--- src/core/drc_map.vh ---
// Constants for the debug run-control block.
// Assumes inclusion by bare name from core and checker files.
`ifndef DRC_MAP_VH
`define DRC_MAP_VH
// Run states
`define DRC_ST_RUN 2'h0
`define DRC_ST_BRK 2'h1
`define DRC_ST_STEP 2'h2
// Pending interrupt vector bit positions
`define DRC_IRQ_EI 0
`define DRC_IRQ_FE 1
`define DRC_IRQ_FP 2
`define DRC_IRQ_W 3
// Reset pulse length in cycles
`define DRC_RST_CYC 4'h4
`endif

--- src/core/drc_run_ctrl.v ---
// Debug run control: reset and interrupt masking, halt and standby stepping.
// Assumes event inputs are synchronous pulses or levels on i_clk, except
// the pin reset, which is synchronised here.
//
// Operation
// - Stepping masks user-system resets.
// - Masked user resets pend until mask lifts.
// - Debugger reset always resets and breaks in the same cycle.
// - Break/step mask and pend three interrupts.
// - Free run passes interrupts unmasked except during a reset.
// - Entering break releases halt.
// - Stepped halt breaks at next instruction.
// - Stepped deep standby breaks at reset address.
`include "drc_map.vh"
module drc_run_ctrl (
  input wire i_clk,
  input wire i_rst_n,
  input wire i_pin_rst_n,
  input wire i_sw_rst,
  input wire i_dbg_rst,
  input wire i_dbg_break,
  input wire i_dbg_step,
  input wire i_dbg_go,
  input wire i_instr_done,
  input wire i_halt_instr,
  input wire i_deep_standby_instr,
  input wire i_maskable_user_interrupt,
  input wire i_fast_exception_interrupt,
  input wire i_float_exception_interrupt,
  input wire i_irq_ack,
  output reg o_cpu_rst,
  output reg o_in_break,
  output reg o_halted,
  output reg o_deep_standby_state,
  output reg o_break_at_reset_vec,
  output reg [`DRC_IRQ_W-1:0] o_irq_req
);
  // ----------------------------------------------------------------
  // Pin synchroniser
  // ----------------------------------------------------------------
  reg pin_s1_r;
  reg pin_s2_r;
  always @(posedge i_clk or negedge i_rst_n) begin
    if (!i_rst_n) begin
      pin_s1_r <= 1'b0;
      pin_s2_r <= 1'b0;
    end else begin
      pin_s1_r <= ~i_pin_rst_n;
      pin_s2_r <= pin_s1_r;
    end
  end

  // ----------------------------------------------------------------
  // Run state
  // ----------------------------------------------------------------
  reg [1:0] st_r;
  reg [1:0] st_nxt;
  reg [3:0] rcnt_r;
  reg dbg_rst_r;
  // Run-state decoders shared by the masks and the outputs
  function drc_is_run;
    input [1:0] state;
    begin
      drc_is_run = (state == `DRC_ST_RUN);
    end
  endfunction
  function drc_is_brk;
    input [1:0] state;
    begin
      drc_is_brk = (state == `DRC_ST_BRK);
    end
  endfunction
  wire masked = !drc_is_run(st_r);
  wire user_rst_evt = pin_s2_r | i_sw_rst;
  wire rst_req;
  wire [`DRC_IRQ_W-1:0] irq_evt = {i_float_exception_interrupt,
    i_fast_exception_interrupt, i_maskable_user_interrupt};
  wire [`DRC_IRQ_W-1:0] irq_live;
  wire step_end = (st_r == `DRC_ST_STEP) && i_instr_done;
  // Reset in progress also counts as masking for the interrupts so their pended events wait for it
  wire rst_busy = (rcnt_r != 4'h0);
  // Debugger reset ignores the mask; user reset only when unmasked
  wire rst_start = i_dbg_rst || (rst_req && !rst_busy);
  // Next state is break: entered by command, step end or debugger reset, or held
  wire brk_entry = drc_is_brk(st_nxt);

  // User reset held while masked (in break or step)
  drc_pend u_rst_pend (
    .i_clk(i_clk),
    .i_rst_n(i_rst_n),
    .i_evt(user_rst_evt),
    .i_mask(masked),
    .i_flush(i_dbg_rst),
    .i_taken(rst_busy),
    .o_req(rst_req)
  );

  genvar g;
  generate
    for (g = 0; g < `DRC_IRQ_W; g = g + 1) begin : g_irq
      drc_pend u_irq_pend (
        .i_clk(i_clk),
        .i_rst_n(i_rst_n),
        .i_evt(irq_evt[g]),
        .i_mask(masked | rst_busy),
        .i_flush(rst_req | i_dbg_rst),
        .i_taken(i_irq_ack),
        .o_req(irq_live[g])
      );
    end
  endgenerate

  always @* begin
    st_nxt = st_r;
    case (st_r)
      `DRC_ST_RUN: begin
        if (i_dbg_break) begin
          st_nxt = `DRC_ST_BRK;
        end
      end
      `DRC_ST_BRK: begin
        if (i_dbg_step) begin
          st_nxt = `DRC_ST_STEP;
        end else if (i_dbg_go) begin
          st_nxt = `DRC_ST_RUN;
        end
      end
      `DRC_ST_STEP: begin
        if (step_end || i_dbg_break) begin
          st_nxt = `DRC_ST_BRK;
        end
      end
      default: begin
        st_nxt = `DRC_ST_BRK;
      end
    endcase
    // Held only while the pulse counts, so a go after it is not lost
    if (i_dbg_rst || (dbg_rst_r && rst_busy)) begin
      st_nxt = `DRC_ST_BRK;
    end
  end

  // ----------------------------------------------------------------
  // Reset sequencer
  // ----------------------------------------------------------------
  // A user reset is not relaunched while one counts, so a held request
  // level gives back-to-back pulses rather than one endless pulse
  always @(posedge i_clk or negedge i_rst_n) begin
    if (!i_rst_n) begin
      rcnt_r <= 4'h0;
      dbg_rst_r <= 1'b0;
      o_cpu_rst <= 1'b0;
    end else begin
      if (rst_start) begin
        rcnt_r <= `DRC_RST_CYC;
      end else if (rst_busy) begin
        rcnt_r <= rcnt_r - 4'h1;
      end
      if (i_dbg_rst) begin
        dbg_rst_r <= 1'b1;
      end else if (!rst_busy) begin
        dbg_rst_r <= 1'b0;
      end
      o_cpu_rst <= rst_start || (rcnt_r > 4'h1);
    end
  end

  // ----------------------------------------------------------------
  // Run state and low-power outputs
  // ----------------------------------------------------------------
  always @(posedge i_clk or negedge i_rst_n) begin
    if (!i_rst_n) begin
      st_r <= `DRC_ST_RUN;
      o_in_break <= 1'b0;
      o_halted <= 1'b0;
      o_deep_standby_state <= 1'b0;
      o_break_at_reset_vec <= 1'b0;
    end else begin
      st_r <= st_nxt;
      o_in_break <= drc_is_brk(st_nxt);
      // Halt: entered only in free run, left on any break
      if (brk_entry) begin
        o_halted <= 1'b0;
      end else if (i_halt_instr && drc_is_run(st_r)) begin
        o_halted <= 1'b1;
      end else if (|irq_live) begin
        o_halted <= 1'b0;
      end
      // Deep standby replaced by a reset-address break when stepping
      if (brk_entry) begin
        o_deep_standby_state <= 1'b0;
      end else if (i_deep_standby_instr && drc_is_run(st_r)) begin
        o_deep_standby_state <= 1'b1;
      end
      if (step_end && i_deep_standby_instr) begin
        o_break_at_reset_vec <= 1'b1;
      end else if (!drc_is_brk(st_nxt)) begin
        o_break_at_reset_vec <= 1'b0;
      end
    end
  end

  // ----------------------------------------------------------------
  // Interrupt requests
  // ----------------------------------------------------------------
  // Requests are dropped for the whole reset so that no handler starts
  // on a core that is still held in reset
  always @(posedge i_clk or negedge i_rst_n) begin
    if (!i_rst_n) begin
      o_irq_req <= {`DRC_IRQ_W{1'b0}};
    end else begin
      o_irq_req <= (rst_req || rst_busy || i_dbg_rst) ?
        {`DRC_IRQ_W{1'b0}} : irq_live;
    end
  end
endmodule // drc_run_ctrl

--- src/core/drc_pend.v ---
// Holds one pending event while it is masked and releases it afterwards.
// Assumes i_evt comes from logic on the same clock.
module drc_pend (
  input wire i_clk,
  input wire i_rst_n,
  input wire i_evt,
  input wire i_mask,
  input wire i_flush,
  input wire i_taken,
  output wire o_req
);
  reg pend_r;
  always @(posedge i_clk or negedge i_rst_n) begin
    if (!i_rst_n) begin
      pend_r <= 1'b0;
    end else if (i_evt && i_mask) begin
      // Set wins over any clear in the same cycle
      pend_r <= 1'b1;
    end else if (i_flush || (i_taken && !i_mask)) begin
      pend_r <= 1'b0;
    end
  end
  assign o_req = !i_mask && (pend_r || i_evt);
endmodule // drc_pend

--- config.mk ---
export PLATFORM = sky130hd
export DESIGN_NAME = drc_run_ctrl
export DESIGN_NICKNAME = d
export VERILOG_FILES = /design/src/core/drc_run_ctrl.v /design/src/core/drc_pend.v
export VERILOG_INCLUDE_DIRS = /design/src /design/src/core
export SDC_FILE = /design/constraint.sdc
export NUM_CORES = 1
export LEC_CHECK = 0
export ABC_AREA = 1
export BUFFER_PORTS_ARGS = -buffer_cell sky130_fd_sc_hd__buf_4
export CORE_UTILIZATION = 51
export DETAILED_ROUTE_END_ITERATION = 10
export PLACE_DENSITY_LB_ADDON = 0.2
export SLEW_MARGIN = 30
export SYNTH_ARGS = -nofsm -noshare
export SYNTH_HDL_FRONTEND = slang
export SYNTH_SLANG_ARGS = --single-unit
--- constraint.sdc ---
create_clock -name i_clk -period 1.52 [get_ports i_clk]
set_input_delay 0.152 -clock i_clk [delete_from_list [all_inputs] [get_ports i_clk]]
set_output_delay 0.152 -clock i_clk [all_outputs]
set_load 0.02 [all_outputs]
* Yosys cells after proc, flatten, opt, wreduce, memory -nomap -nowiden *
Cells that the tools add are included.

operators by class
  $add $sub $neg = 1
  muxes and demuxes = 24
  $lt $le $gt $ge = 1
  reduce and logical (&&, ||, !) cells = 41
  eq/ne operators = 5
  bitwise operators = 4

operators by type and width
  kind                                                                      count
  1-bit logical AND                                                         16
  1-bit two-way mux                                                         15
  1-bit logical OR                                                          12
  2-bit nonzero test                                                        6
  2-bit two-way mux                                                         5
  4-bit two-way mux                                                         2
  2-bit case mux with 3 select lines                                        1
  2-bit by 1-bit == test with 1-bit output (second input constant)          2
  4-bit by 1-bit > comparator with 1-bit output (second input constant)     1
  4-bit nonzero test                                                        1
  4-bit by 1-bit subtractor with 4-bit output (second input constant)       1
  1-bit zero test                                                           3
  3-bit two-way mux                                                         1
  1-bit bitwise OR                                                          3
  3-bit nonzero test                                                        1
  3-bit OR reduction                                                        1
  2-bit == test (second input constant)                                     1
  2-bit zero test                                                           1
  2-bit by 1-bit inequality test with 1-bit output (second input constant)  1
  2-bit inequality test (second input constant)                             1
  1-bit inverter                                                            1

storage, ports and cells
  output and inout bits = 8
  flip-flop bits (word level) = 21
  word-level logic and storage cells = 91
  input bits = 15

* Longest topological paths before layout *
Gate-level depths: netlist (run 1).

  depth after elaboration = 9
  mapped depth = 7
  depth with buffers taken out = 7

* Cells and area by module *
A second synthesis (run 1) with hierarchy kept.

second synthesis, totals
  cell total of the unflattened synthesis = 117
  area total of the unflattened synthesis = 988.4 um^2

modules (own cells, without submodules)
  module        instances  area an instance (um^2)  cells an instance
  drc_run_ctrl  1          743.2                    77
  drc_pend      4          61.3                     10

* Worst setup path before layout (run 1) *
Ideal clock, no wire load.

  kind = register to register
  start = register rcnt_r[0]
  end = register o_break_at_reset_vec
  cell stages (with the launch flop) = 8
  slack = 0.258 ns
  required time = 1.403 ns
  setup time = 0.117 ns
  buffers on the path = 0
  arrival = 1.145 ns
  period minus slack after synthesis = 1.262 ns
  path through = dfrtp_1 inv_1 ha_1 nand2_2 nand2_2 nand4_4 nand2_1 nand2_1

between the ends
  cells in the longest elaborated chain, start to end = 6

ends and longest elaborated chain
  element                                                            RTL line            source
  start: declaration                                                 drc_run_ctrl.v:58   reg [3:0] rcnt_r;
  start signal: assignment                                           drc_run_ctrl.v:155  rcnt_r <= `DRC_RST_CYC;
  start signal: assignment                                           drc_run_ctrl.v:157  rcnt_r <= rcnt_r - 4'h1;
  4-bit nonzero test                                                 drc_run_ctrl.v:81   wire rst_busy = (rcnt_r != 4'h0);
  1-bit logical AND                                                  drc_run_ctrl.v:138  if (i_dbg_rst || (dbg_rst_r && rst_busy)) begin
  1-bit logical OR                                                   drc_run_ctrl.v:138
  2-bit two-way mux                                                  drc_run_ctrl.v:138
  net st_nxt[0]                                                      drc_run_ctrl.v:57   reg [1:0] st_nxt;
  2-bit by 1-bit == test with 1-bit output (no source line)          -
  2-bit by 1-bit inequality test with 1-bit output (no source line)  -
  end signal: assignment                                             drc_run_ctrl.v:177  o_break_at_reset_vec <= 1'b0;
  end signal: assignment                                             drc_run_ctrl.v:196  o_break_at_reset_vec <= 1'b1;
  end signal: assignment                                             drc_run_ctrl.v:198  o_break_at_reset_vec <= 1'b0;
  end: declaration                                                   drc_run_ctrl.v:35   output reg o_break_at_reset_vec,

The timed path passes the listed nets, and every way through them passes these cells.
A chain may end at the register's enable or synchronous reset.

* Worst setup path in the final report (run 1) *
  start = register rcnt_r[1]
  end = register o_break_at_reset_vec

The elaborated chain is that of the path after synthesis.

==> summary.txt, run 1 <==
Final layout
  • P&R area growth vs syn: 25.2%
  • Ant. Diodes: 0
  • # fillers: 141
  • Final Util: 0.690
  • Final net count: 148
  • Layout cell share with drive strength beyond 1: 0.323
  • Sequential cell area: 526 um^2
  • Footprint of the multi-input gates: 393 um^2

Global routing
  • Grt ovf: 0
  • GRT Resource Usage Total: 0.195
  • Vias in the first global route: 704
  • Largest net degree at the start of global routing: 22
  • Initial antenna violation count: 0
  • First-pass GRT wire length: 2780 um

STA
  • Clk_skew: 2.79 ps
  • RSZ-0062 raised after global routing: false
  • Final slew viol count: 0
  • Total negative slack: 0 ps
  • Fin crit period: 1350 ps
  • Final period utilization: 0.887
  • Achievable Freq: 742 MHz
  • Hold Fails Final Rpt: 0
  • Slew Limit Headroom: 0.792
  • Setup violators final: 0
  • Worst Max-Slew Pin Slew: 311 ps

Drt
  • Drt total wl: 1720 um
  • DRT iter0 DRCs: 14
  • Number of routed nets with antenna violations: 0
  • Post-DR vias/cell: 4.83
  • Vias: 749
  • Routed len/inst: 11.1 um
  • Drt first pass iters: 4
  • DRC: 0

Floorplanning
  • Die area: 2080 um^2
  • Die Width: 45.7 um
  • Initial Utilization: 0.551
  • Die H: 45.7 um
  • Io pins: 23
  • Row cnt: 15
  • Core area: 1760 um^2

Outcome
  • Status: finished clean

Logic synthesis
  • EDFF count, synth: 0
  • Top cell type by total area after synthesis: dfrtp_1
  • Register area share after synthesis: 0.541
  • Post-synth top area share: 0.541
  • Largest cells by area after synthesis: dfrtp_1 (54%), nand2_1 (6.9%), inv_1 (5.0%)
  • Top-count cell post-synth: dfrtp_1
  • Top_reg_cell synth: dfrtp_1
  • Syn nets: 119
  • Ys Warns: 0
  • Syn Inst Count: 102
  • Synth Cell Area: 972 um^2
  • Unique cell type count in the Yosys netlist: 24
  • Post-synth top cells: dfrtp_1 (21), nand2_1 (18), inv_1 (13), nor2_1 (11), o21ai_0 (6)
  • Async S/R FF share, synth: 1.00
  • Syn Area/Cell: 9.53 um^2
  • Seq cells post-synth: 21

Clock network
  • Htree depth: 1
  • Clk_lat worst skew: 300 ps
  • CTS Buf Count: 3
  • Clock sink count: 21
  • CTS tree: done
  • Post-CTS setup buffer count: 0
  • CTS max path bufs: 2
  • CTS clk-pin slew, worst paths: 110 ps
  • Clk root buf: clkbuf_4

Setup path
  • Crit path to: o_break_at_reset_vec
  • Crit path arrival time: 1550 ps
  • Crit path max-delay family: simple AND/OR/NAND/NOR gates
  • Critical path cell sequence: inv_1, ha_2, nand2_2, nand2_2, nand4_4, nand2_1, nand2_1
  • Largest stage delay on the critical path: 420 ps
  • Nature of the critical path startpoint: flop
  • Critical path's slowest cell: dfrtp_1
  • Kind of end point of the critical path: flop
  • WP buf/inv: 1
  • Critical path depth: 7
  • Reg2reg end: o_break_at_reset_vec
  • FF-to-FF setup slack: 170 ps
  • CP required: 1720 ps
  • Crit path from: rcnt_r[1]
  • Reg2reg path depth: 7
  • Crit path kind: reg2reg
  • Worst reg2reg startpoint: rcnt_r[1]
  • Maximum net fanout on the critical path: 4

Place
  • Port Buffers: 22
  • Placer Congestion: 0.756
  • DP HPWL: 1380 um

Power and ir drop
  • Worst vdd ir: 1010 uV
  • PD cells: 1460 nW/um^2
  • Leak Pwr: 0.000601 uW

Run
  • Max-cap violations: 0

Worst hold path
  • Tightest Hold Check Type: in2reg
-- power by group --
part / internal, uW / total (uW) / switching, uW
logic: 281 / 696 / 414
registers: 697 / 817 / 120
clock network: 102 / 261 / 159
total: 1080 / 1770 / 693
-- placed cells by master (no fill, tap or decap) --
cell type,count
nand2_2,3
clkbuf_4,3
nand4_4,1
ha_2,1
xor2_1,1
ha_1,1
o21ai_0,6
nand3_2,1
nor2_4,2
nor3_1,1
nand4_1,1
dfrtp_1,21
o211ai_1,1
dlygate4sd3_1,2
o21ai_2,3
nand3_4,1
inv_2,2
inv_1,13
a21oi_1,3
or2_2,2
clkbuf_1,1
buf_4,22
a21oi_2,1
nand3_1,3
nand3b_1,1
o21ai_1,3
xnor2_1,1
nor2_1,11
nand2_1,18
-- final cells by class --
cell class	count	area share
flip-flops and latches	21	0.432
clock buffers	4	0.0216
repair buffers	24	0.152
well taps	25	0.0257
inverters	15	0.0462
multi-input cells	66	0.323
-- worst min-delay path by stage --
stage / cells after the start / start / to
finish: 3 / i_fast_exception_interrupt / g_irq[1].u_irq_pend.pend_r
global route: 3 / i_fast_exception_interrupt / g_irq[1].u_irq_pend.pend_r
CTS: 3 / i_fast_exception_interrupt / g_irq[1].u_irq_pend.pend_r
detailed placement: 1 / i_rst_n / rcnt_r[3]
global placement: 1 / i_rst_n / rcnt_r[3]
floorplan: 0 / i_rst_n / dbg_rst_r
-- per-stage QoR --
step / power [uW] / hold WS [ps] / cells / instance area [um^2] / setup slack, ps
global route: 1890 / 86.3 / 155 / 1220 / 67.7
floorplan: 1310 / -144 / 102 / 972 / 258
detailed placement: 1510 / 45.1 / 149 / 1170 / 131
global placement: 1470 / 45.0 / 149 / 1170 / 213
CTS: 1780 / 64.2 / 155 / 1210 / 102
finish: 1770 / 67.7 / 155 / 1220 / 172
-- worst register-to-register path, cell delays in order (launching register included) --
cell and delay [ps]:
dfrtp_1 420, inv_1 100, ha_2 260, nand2_2 110, nand2_2 110, nand4_4 130
nand2_1 90, nand2_1 50
-- kinds of logic (layout without fill, tap and decap cells) --
group,count (synthesis),in the layout,synth area share
xor+xnor,2,2,0.0180
flops,21,21,0.541
simple gates,45,45,0.252
buf+inv,15,43,0.0579
fa+ha+maj,2,2,0.0257
compound gates,17,17,0.106
-- flip-flops by register name (all words and copies together), names as in the netlist --
name / count
o_halted: 1
o_in_break: 1
dbg_rst_r: 1
u_rst_pend.pend_r: 1
st_r: 2
pin_s2_r: 1
o_cpu_rst: 1
g_irq.u_irq_pend.pend_r: 3
pin_s1_r: 1
rcnt_r: 4
o_deep_standby_state: 1
o_break_at_reset_vec: 1
o_irq_req: 3
-- metal layers --
metal	GRT usage	part of all wire
met3	0.0238	0.028
met1	0.249	0.47
met5	0	0
met4	0.127	0.020
met2	0.311	0.49
-- what timing repair did --
| action | CTS | global route |
|---|---|---|
| hold buffers | 2 | 0 |
| setup endpoints to repair | 0 | 1 |
| hold endpoints to repair | 22 | 0 |
| gates resized for setup | 0 | 1 |
(Power assumes the default switching activity.)
==> inputs of run 2 (changes only) <==
Settings changed: SYNTH_HIERARCHICAL set to 1.
==> run 2 against run 1 <==
Hold slack got worse by 7.0 ps. Power is 3.2% higher. Sequential power is 4.3% lower. Critical endpoint is now g_irq[0].u_irq_pend/pend_r. Cell count increased by 12%. Critical path depth increased by 3. Clock skew shrank 2.1 ps. Area after synthesis up 1.7%. Combinational power up 13%. Die area grew 1.6%. Setup slack lost 68 ps.
==> summary.txt, run 2 <==
Outcome
  • Status: finished clean

Power and ir drop
  • PD cells: 1420 nW/um^2
  • Worst vdd ir: 1080 uV
  • P_int: 1140 uW
  • Logic pwr share: 0.430
  • Clock power frac: 0.143
  • Psw: 695 uW
  • Switching share of power: 0.379
  • Sequential share of power: 0.427
  • Power Total: 1830 uW
  • Leak Pwr: 0.000681 uW

Setup path
  • Critical path cell sequence: inv_1, ha_2, nand2_2, inv_2, nand2_2, buf_4, inv_1, nand2_1, nand2_1, nand2_1
  • Critical path depth: 10
  • WP buf/inv: 4
  • Crit path max-delay family: flip-flops
  • Nature of the critical path startpoint: flop
  • Crit path arrival time: 1610 ps
  • Most used cell, CP: nand2_1
  • Largest stage delay on the critical path: 410 ps
  • Reg2reg path depth: 10
  • FF-to-FF setup slack: 100 ps
  • Crit path kind: reg2reg
  • Critical path's slowest cell: dfrtp_1
  • Kind of end point of the critical path: flop
  • Maximum net fanout on the critical path: 5
  • CP required: 1720 ps

Logic synthesis
  • Post-synth top cells: nand2_1 (25), inv_1 (23), dfrtp_1 (21), nor2_1 (16), nor2_2 (7)
  • EDFF count, synth: 0
  • Post-synthesis mux area share: 0
  • Xor/xnor share of the synthesized area: 0.0177
  • Syn nets: 134
  • Synth Cell Area: 988 um^2
  • Syn Area/Cell: 8.45 um^2
  • Post-synth top area share: 0.532
  • Main combinational cell family by area after synthesis: simple AND/OR/NAND/NOR gates
  • Async S/R FF share, synth: 1.00
  • Top cell type by total area after synthesis: dfrtp_1
  • Top_reg_cell synth: dfrtp_1
  • Top-count cell post-synth: nand2_1
  • Ys Warns: 6
  • Syn Inst Count: 117
  • Largest cells by area after synthesis: dfrtp_1 (53%), nand2_1 (9.5%), inv_1 (8.7%)
  • Seq cells post-synth: 21
  • Synth Area in Adders: 0.0253
  • Unique cell type count in the Yosys netlist: 18
  • Compound-Gate Fraction of Synth Area: 0.0608
  • Register area share after synthesis: 0.532
  • Post-Synth Simple-Gate Area: 0.277

Drt
  • Post-DR vias/cell: 4.67
  • DRC: 0
  • Number of routed nets with antenna violations: 0
  • Vias: 812
  • DRT iter0 DRCs: 19
  • Drt first pass iters: 2
  • Routed len/inst: 10.5 um
  • Drt total wl: 1820 um

Global routing
  • GRT Resource Usage Total: 0.189
  • Vias in the first global route: 710
  • Grt ovf: 0
  • First-pass GRT wire length: 2760 um
  • Initial antenna violation count: 0
  • Largest net degree at the start of global routing: 22

Place
  • Placer Congestion: 0.832
  • DP HPWL: 1390 um
  • Port Buffers: 22

Floorplanning
  • Die H: 46.0 um
  • Die Width: 46.0 um
  • Row cnt: 15
  • Io pins: 23
  • Die area: 2120 um^2
  • Core area: 1760 um^2
  • Initial Utilization: 0.560

Run
  • Max-cap violations: 0

STA
  • Worst Max-Slew Pin Slew: 260 ps
  • Final period utilization: 0.931
  • Hold Fails Final Rpt: 0
  • Setup violators final: 0
  • RSZ-0062 raised after global routing: false
  • Achievable Freq: 706 MHz
  • Clk_skew: 0.673 ps
  • Fin crit period: 1420 ps
  • Final slew viol count: 0
  • WHS: 60.7 ps
  • Slew Limit Headroom: 0.827
  • Total negative slack: 0 ps

Clock network
  • Post-CTS setup buffer count: 0
  • Clk_lat worst skew: 290 ps
  • Clock sink count: 21
  • Clk root buf: clkbuf_4
  • CTS Buf Count: 3
  • Htree depth: 1
  • CTS tree: done
  • CTS clk-pin slew, worst paths: 110 ps
  • CTS max path bufs: 2

Final layout
  • Footprint of the multi-input gates: 404 um^2
  • Top Registers: rcnt_r (4), g_irq.u_irq_pend/pend_r (3), o_irq_req (3)
  • Ant. Diodes: 0
  • P&R area growth vs syn: 30.4%
  • Max FFs per register: 4
  • Sequential cell area: 526 um^2
  • Most frequent cells in the layout: buf_4 (26), nand2_1 (24), inv_1 (22), dfrtp_1 (21), nor2_1 (14)
  • Most common cell after layout, fill and taps aside: buf_4
  • # fillers: 156
  • Top reg by flops: rcnt_r
  • Layout cell share with drive strength beyond 1: 0.342
  • Final Util: 0.730
  • Final net count: 167

Worst hold path
  • Tightest Hold Check Type: in2reg
  • WHS Path Cells: 3
[run 2: worst paths after layout]
kind | start | to
min in group asynchronous | i_rst_n | rcnt_r[0]
worst max register to register | rcnt_r[1] | g_irq[0].u_irq_pend/pend_r
worst min-delay path | i_float_exception_interrupt | g_irq[2].u_irq_pend/pend_r
max in group asynchronous | i_rst_n | g_irq[1].u_irq_pend/pend_r
worst max-delay path | rcnt_r[1] | g_irq[0].u_irq_pend/pend_r
worst min register to register | pin_s1_r | pin_s2_r
[run 2: kinds of logic (layout without fill, tap and decap cells)]
logic type / count (synthesis) / count (layout)
AO/OA/AOI/OAI: 8 / 8
flip-flops: 21 / 21
AND/OR/NAND/NOR: 61 / 61
buffers and inverters: 23 / 55
XOR/XNOR: 2 / 2
adder cells (fa/ha/maj): 2 / 2
[run 2: layout make-up]
class,instances,area share
Tap cell,25,0.0243
Inverter,23,0.0670
Multi-Input combinational cell,73,0.314
Sequential cell,21,0.408
Timing Repair Buffer,28,0.167
Clock buffer,4,0.0204
[run 2: metal layers]
metal / GRT usage / part of all wire
met3: 0.0238 / 0.034
met4: 0.112 / 0.0066
met2: 0.330 / 0.52
met5: 0 / 0
met1: 0.217 / 0.43
[run 2: what timing repair did]
action	4_1_cts	5_1_grt
endpoints found under the setup margin	0	8
endpoints found under the hold margin	22	0
hold buffers	2	0
gates resized for setup	0	7
[run 2: per-stage QoR]
stage               cell area, um^2  instances  setup slack, ps
floorplan                       991        117             41.7
global placement               1220        168             54.3
detailed placement             1220        168             41.2
CTS                            1260        174             15.7
global route                   1290        174             5.45
finish                         1290        174              105
[run 2: power by group through the flow]
stage,clock (uW),sequential [uW],combinational (uW)
finish,261,782,788
global route,289,797,877
CTS,273,775,758
detailed placement,0,788,749
global placement,0,782,720
floorplan,0,820,455
[run 2: tightest hold or removal path, stage by stage]
cell and delay, ps:
buf_4 80, nand2_1 40, nand2_1 50
==> inputs of run 3 (changes only) <==
Settings changed: CORE_UTILIZATION 51 to 55.
Clock period 1.52 ns to 1.7 ns, I/O delays scaled along.
==> run 3 against run 2 <==
Register-to-register slack better by 60 ps. Maximum frequency is 8.0% lower. Global-route usage is 3.0 points higher. Combinational power is 21% lower. Non-clock buffer count is 2 lower. Critical path depth is 1 lower. Sequential power is 9.2% lower. Count of clock-buffer cells in the layout stayed put. Via count is 1.5% lower. Wire length is 4.2% higher. Power is 14% lower. Die area is 7.0% lower. Highest routed layer unchanged.
==> summary.txt, run 3 (same netlist as run 2, synthesis figures left out) <==
Floorplanning
  • Initial Utilization: 0.620
  • Row cnt: 14
  • Die H: 44.4 um
  • Core area: 1590 um^2
  • Die area: 1970 um^2
  • Die Width: 44.4 um
  • Io pins: 23

Clock network
  • CTS clk-pin slew, worst paths: 120 ps
  • CTS max path bufs: 2
  • Clk root buf: clkbuf_4
  • CTS tree: done
  • CTS Buf Count: 3
  • Clock sink count: 21
  • Htree depth: 1
  • Clk_lat worst skew: 290 ps

STA
  • WHS: 91.2 ps
  • RSZ-0062 raised after global routing: false
  • Slew Limit Headroom: 0.825
  • Fin crit period: 1540 ps
  • Worst Max-Slew Pin Slew: 263 ps
  • Slack of the critical path: 162 ps
  • Final slew viol count: 0
  • Setup violators final: 0
  • Final period utilization: 0.905
  • Achievable Freq: 650 MHz
  • Clk_skew: 3.53 ps
  • Total negative slack: 0 ps
  • Hold Fails Final Rpt: 0

Outcome
  • Status: finished clean

Final layout
  • Max FFs per register: 4
  • P&R area growth vs syn: 26.5%
  • Layout cell share with drive strength beyond 1: 0.313
  • Top reg by flops: rcnt_r
  • Top Registers: rcnt_r (4), g_irq.u_irq_pend/pend_r (3), o_irq_req (3)
  • Ant. Diodes: 0
  • Final net count: 165
  • Most frequent cells in the layout: nand2_1 (24), buf_4 (24), inv_1 (22), dfrtp_1 (21), nor2_1 (15)

Drt
  • Post-DR vias/cell: 4.68
  • Vias: 800
  • Number of routed nets with antenna violations: 0
  • DRC: 0
  • Routed len/inst: 11.1 um
  • Drt total wl: 1900 um
  • DRT iter0 DRCs: 13
  • Drt first pass iters: 4

Setup path
  • Crit path arrival time: 1740 ps
  • CP required: 1900 ps
  • Nature of the critical path startpoint: flop
  • Crit path kind: reg2reg
  • Kind of end point of the critical path: flop
  • Maximum net fanout on the critical path: 5

Place
  • Placer Congestion: 0.782
  • Port Buffers: 22
  • DP HPWL: 1420 um
  • Pre-CTS setup slack: 110 ps

Global routing
  • First-pass GRT wire length: 3070 um
  • Grt ovf: 0
  • Vias in the first global route: 750
  • Initial antenna violation count: 0
  • GRT Resource Usage Total: 0.218
  • Largest net degree at the start of global routing: 22

Power and ir drop
  • Leak Pwr: 0.000668 uW
  • PD cells: 1260 nW/um^2
  • Worst vdd ir: 739 uV

Worst hold path
  • Tightest Hold Check Type: in2reg

Run
  • Max-cap violations: 0
[run 3: cell types whose count changed in the layout (fill, tap and decap cells not counted), sizes merged]
| cell | change |
|---|---|
| buf | -2 |
[run 3: repair_timing]
action                                  4_1_cts  5_1_grt
resized for setup                             0        3
endpoints found under the setup margin        0        2
endpoints found under the hold margin        22        0
hold buffers                                  2        0
setup buffers                                 0        0
[run 3: stage by stage]
stage	power (uW)	instances	area [um^2]	utilization
6_report	1570	171	1250	0.784
2_1_floorplan	1130	117	988	-
3_5_place_dp	1330	165	1200	0.752
4_1_cts	1570	171	1240	0.781
3_3_place_gp	1300	165	1200	0.752
5_1_grt	1680	171	1250	0.784
[run 3: final timing paths]
| check | end | startpoint | cells after the start | slack [ps] |
|---|---|---|---|---|
| min in group asynchronous | o_irq_req[2] | i_rst_n | 2 | 280 |
| max | o_halted | rcnt_r[0] | 9 | 160 |
| max reg2reg | o_halted | rcnt_r[0] | 9 | 160 |
| min | g_irq[1].u_irq_pend/pend_r | i_fast_exception_interrupt | 3 | 90 |
| max in group asynchronous | st_r[1] | i_rst_n | 2 | 1210 |
| min reg2reg | pin_s2_r | pin_s1_r | 0 | 370 |
[run 3: routing by layer]
metal / share of wire / wire (um) / track usage / vias up
li1: - / - / - / 410
met1: 0.41 / 784 / 0.241 / 358
met2: 0.51 / 972 / 0.400 / 26
met3: 0.043 / 81 / 0.0245 / 6
met4: 0.030 / 57 / 0.127 / 0
met5: 0 / 0 / 0 / -
[run 3: final cells by class]
cell class                 count  area [um^2]
timing repair buffer          26          200
tap                           24         30.0
fill                         116          344
clock buffer                   4         26.3
inverter                      23         86.3
multi-input combinational     73          382
sequential                    21          526
[run 3: critical path: stages (launching register included)]
cell and delay (ps):
dfrtp_1 440, inv_1 80, ha_1 220, nand2_2 90, inv_2 100, nand2_2 80, nor2_1 140, inv_1 80
a22oi_1 180, nor2_2 40
[run 3: report_power, final]
group / internal, uW / leakage, uW / switching (uW)
clock: 91.2 / 0.0000150 / 146
combinational: 261 / 0.000401 / 363
sequential: 617 / 0.000252 / 92.6
total: 969 / 0.000668 / 601
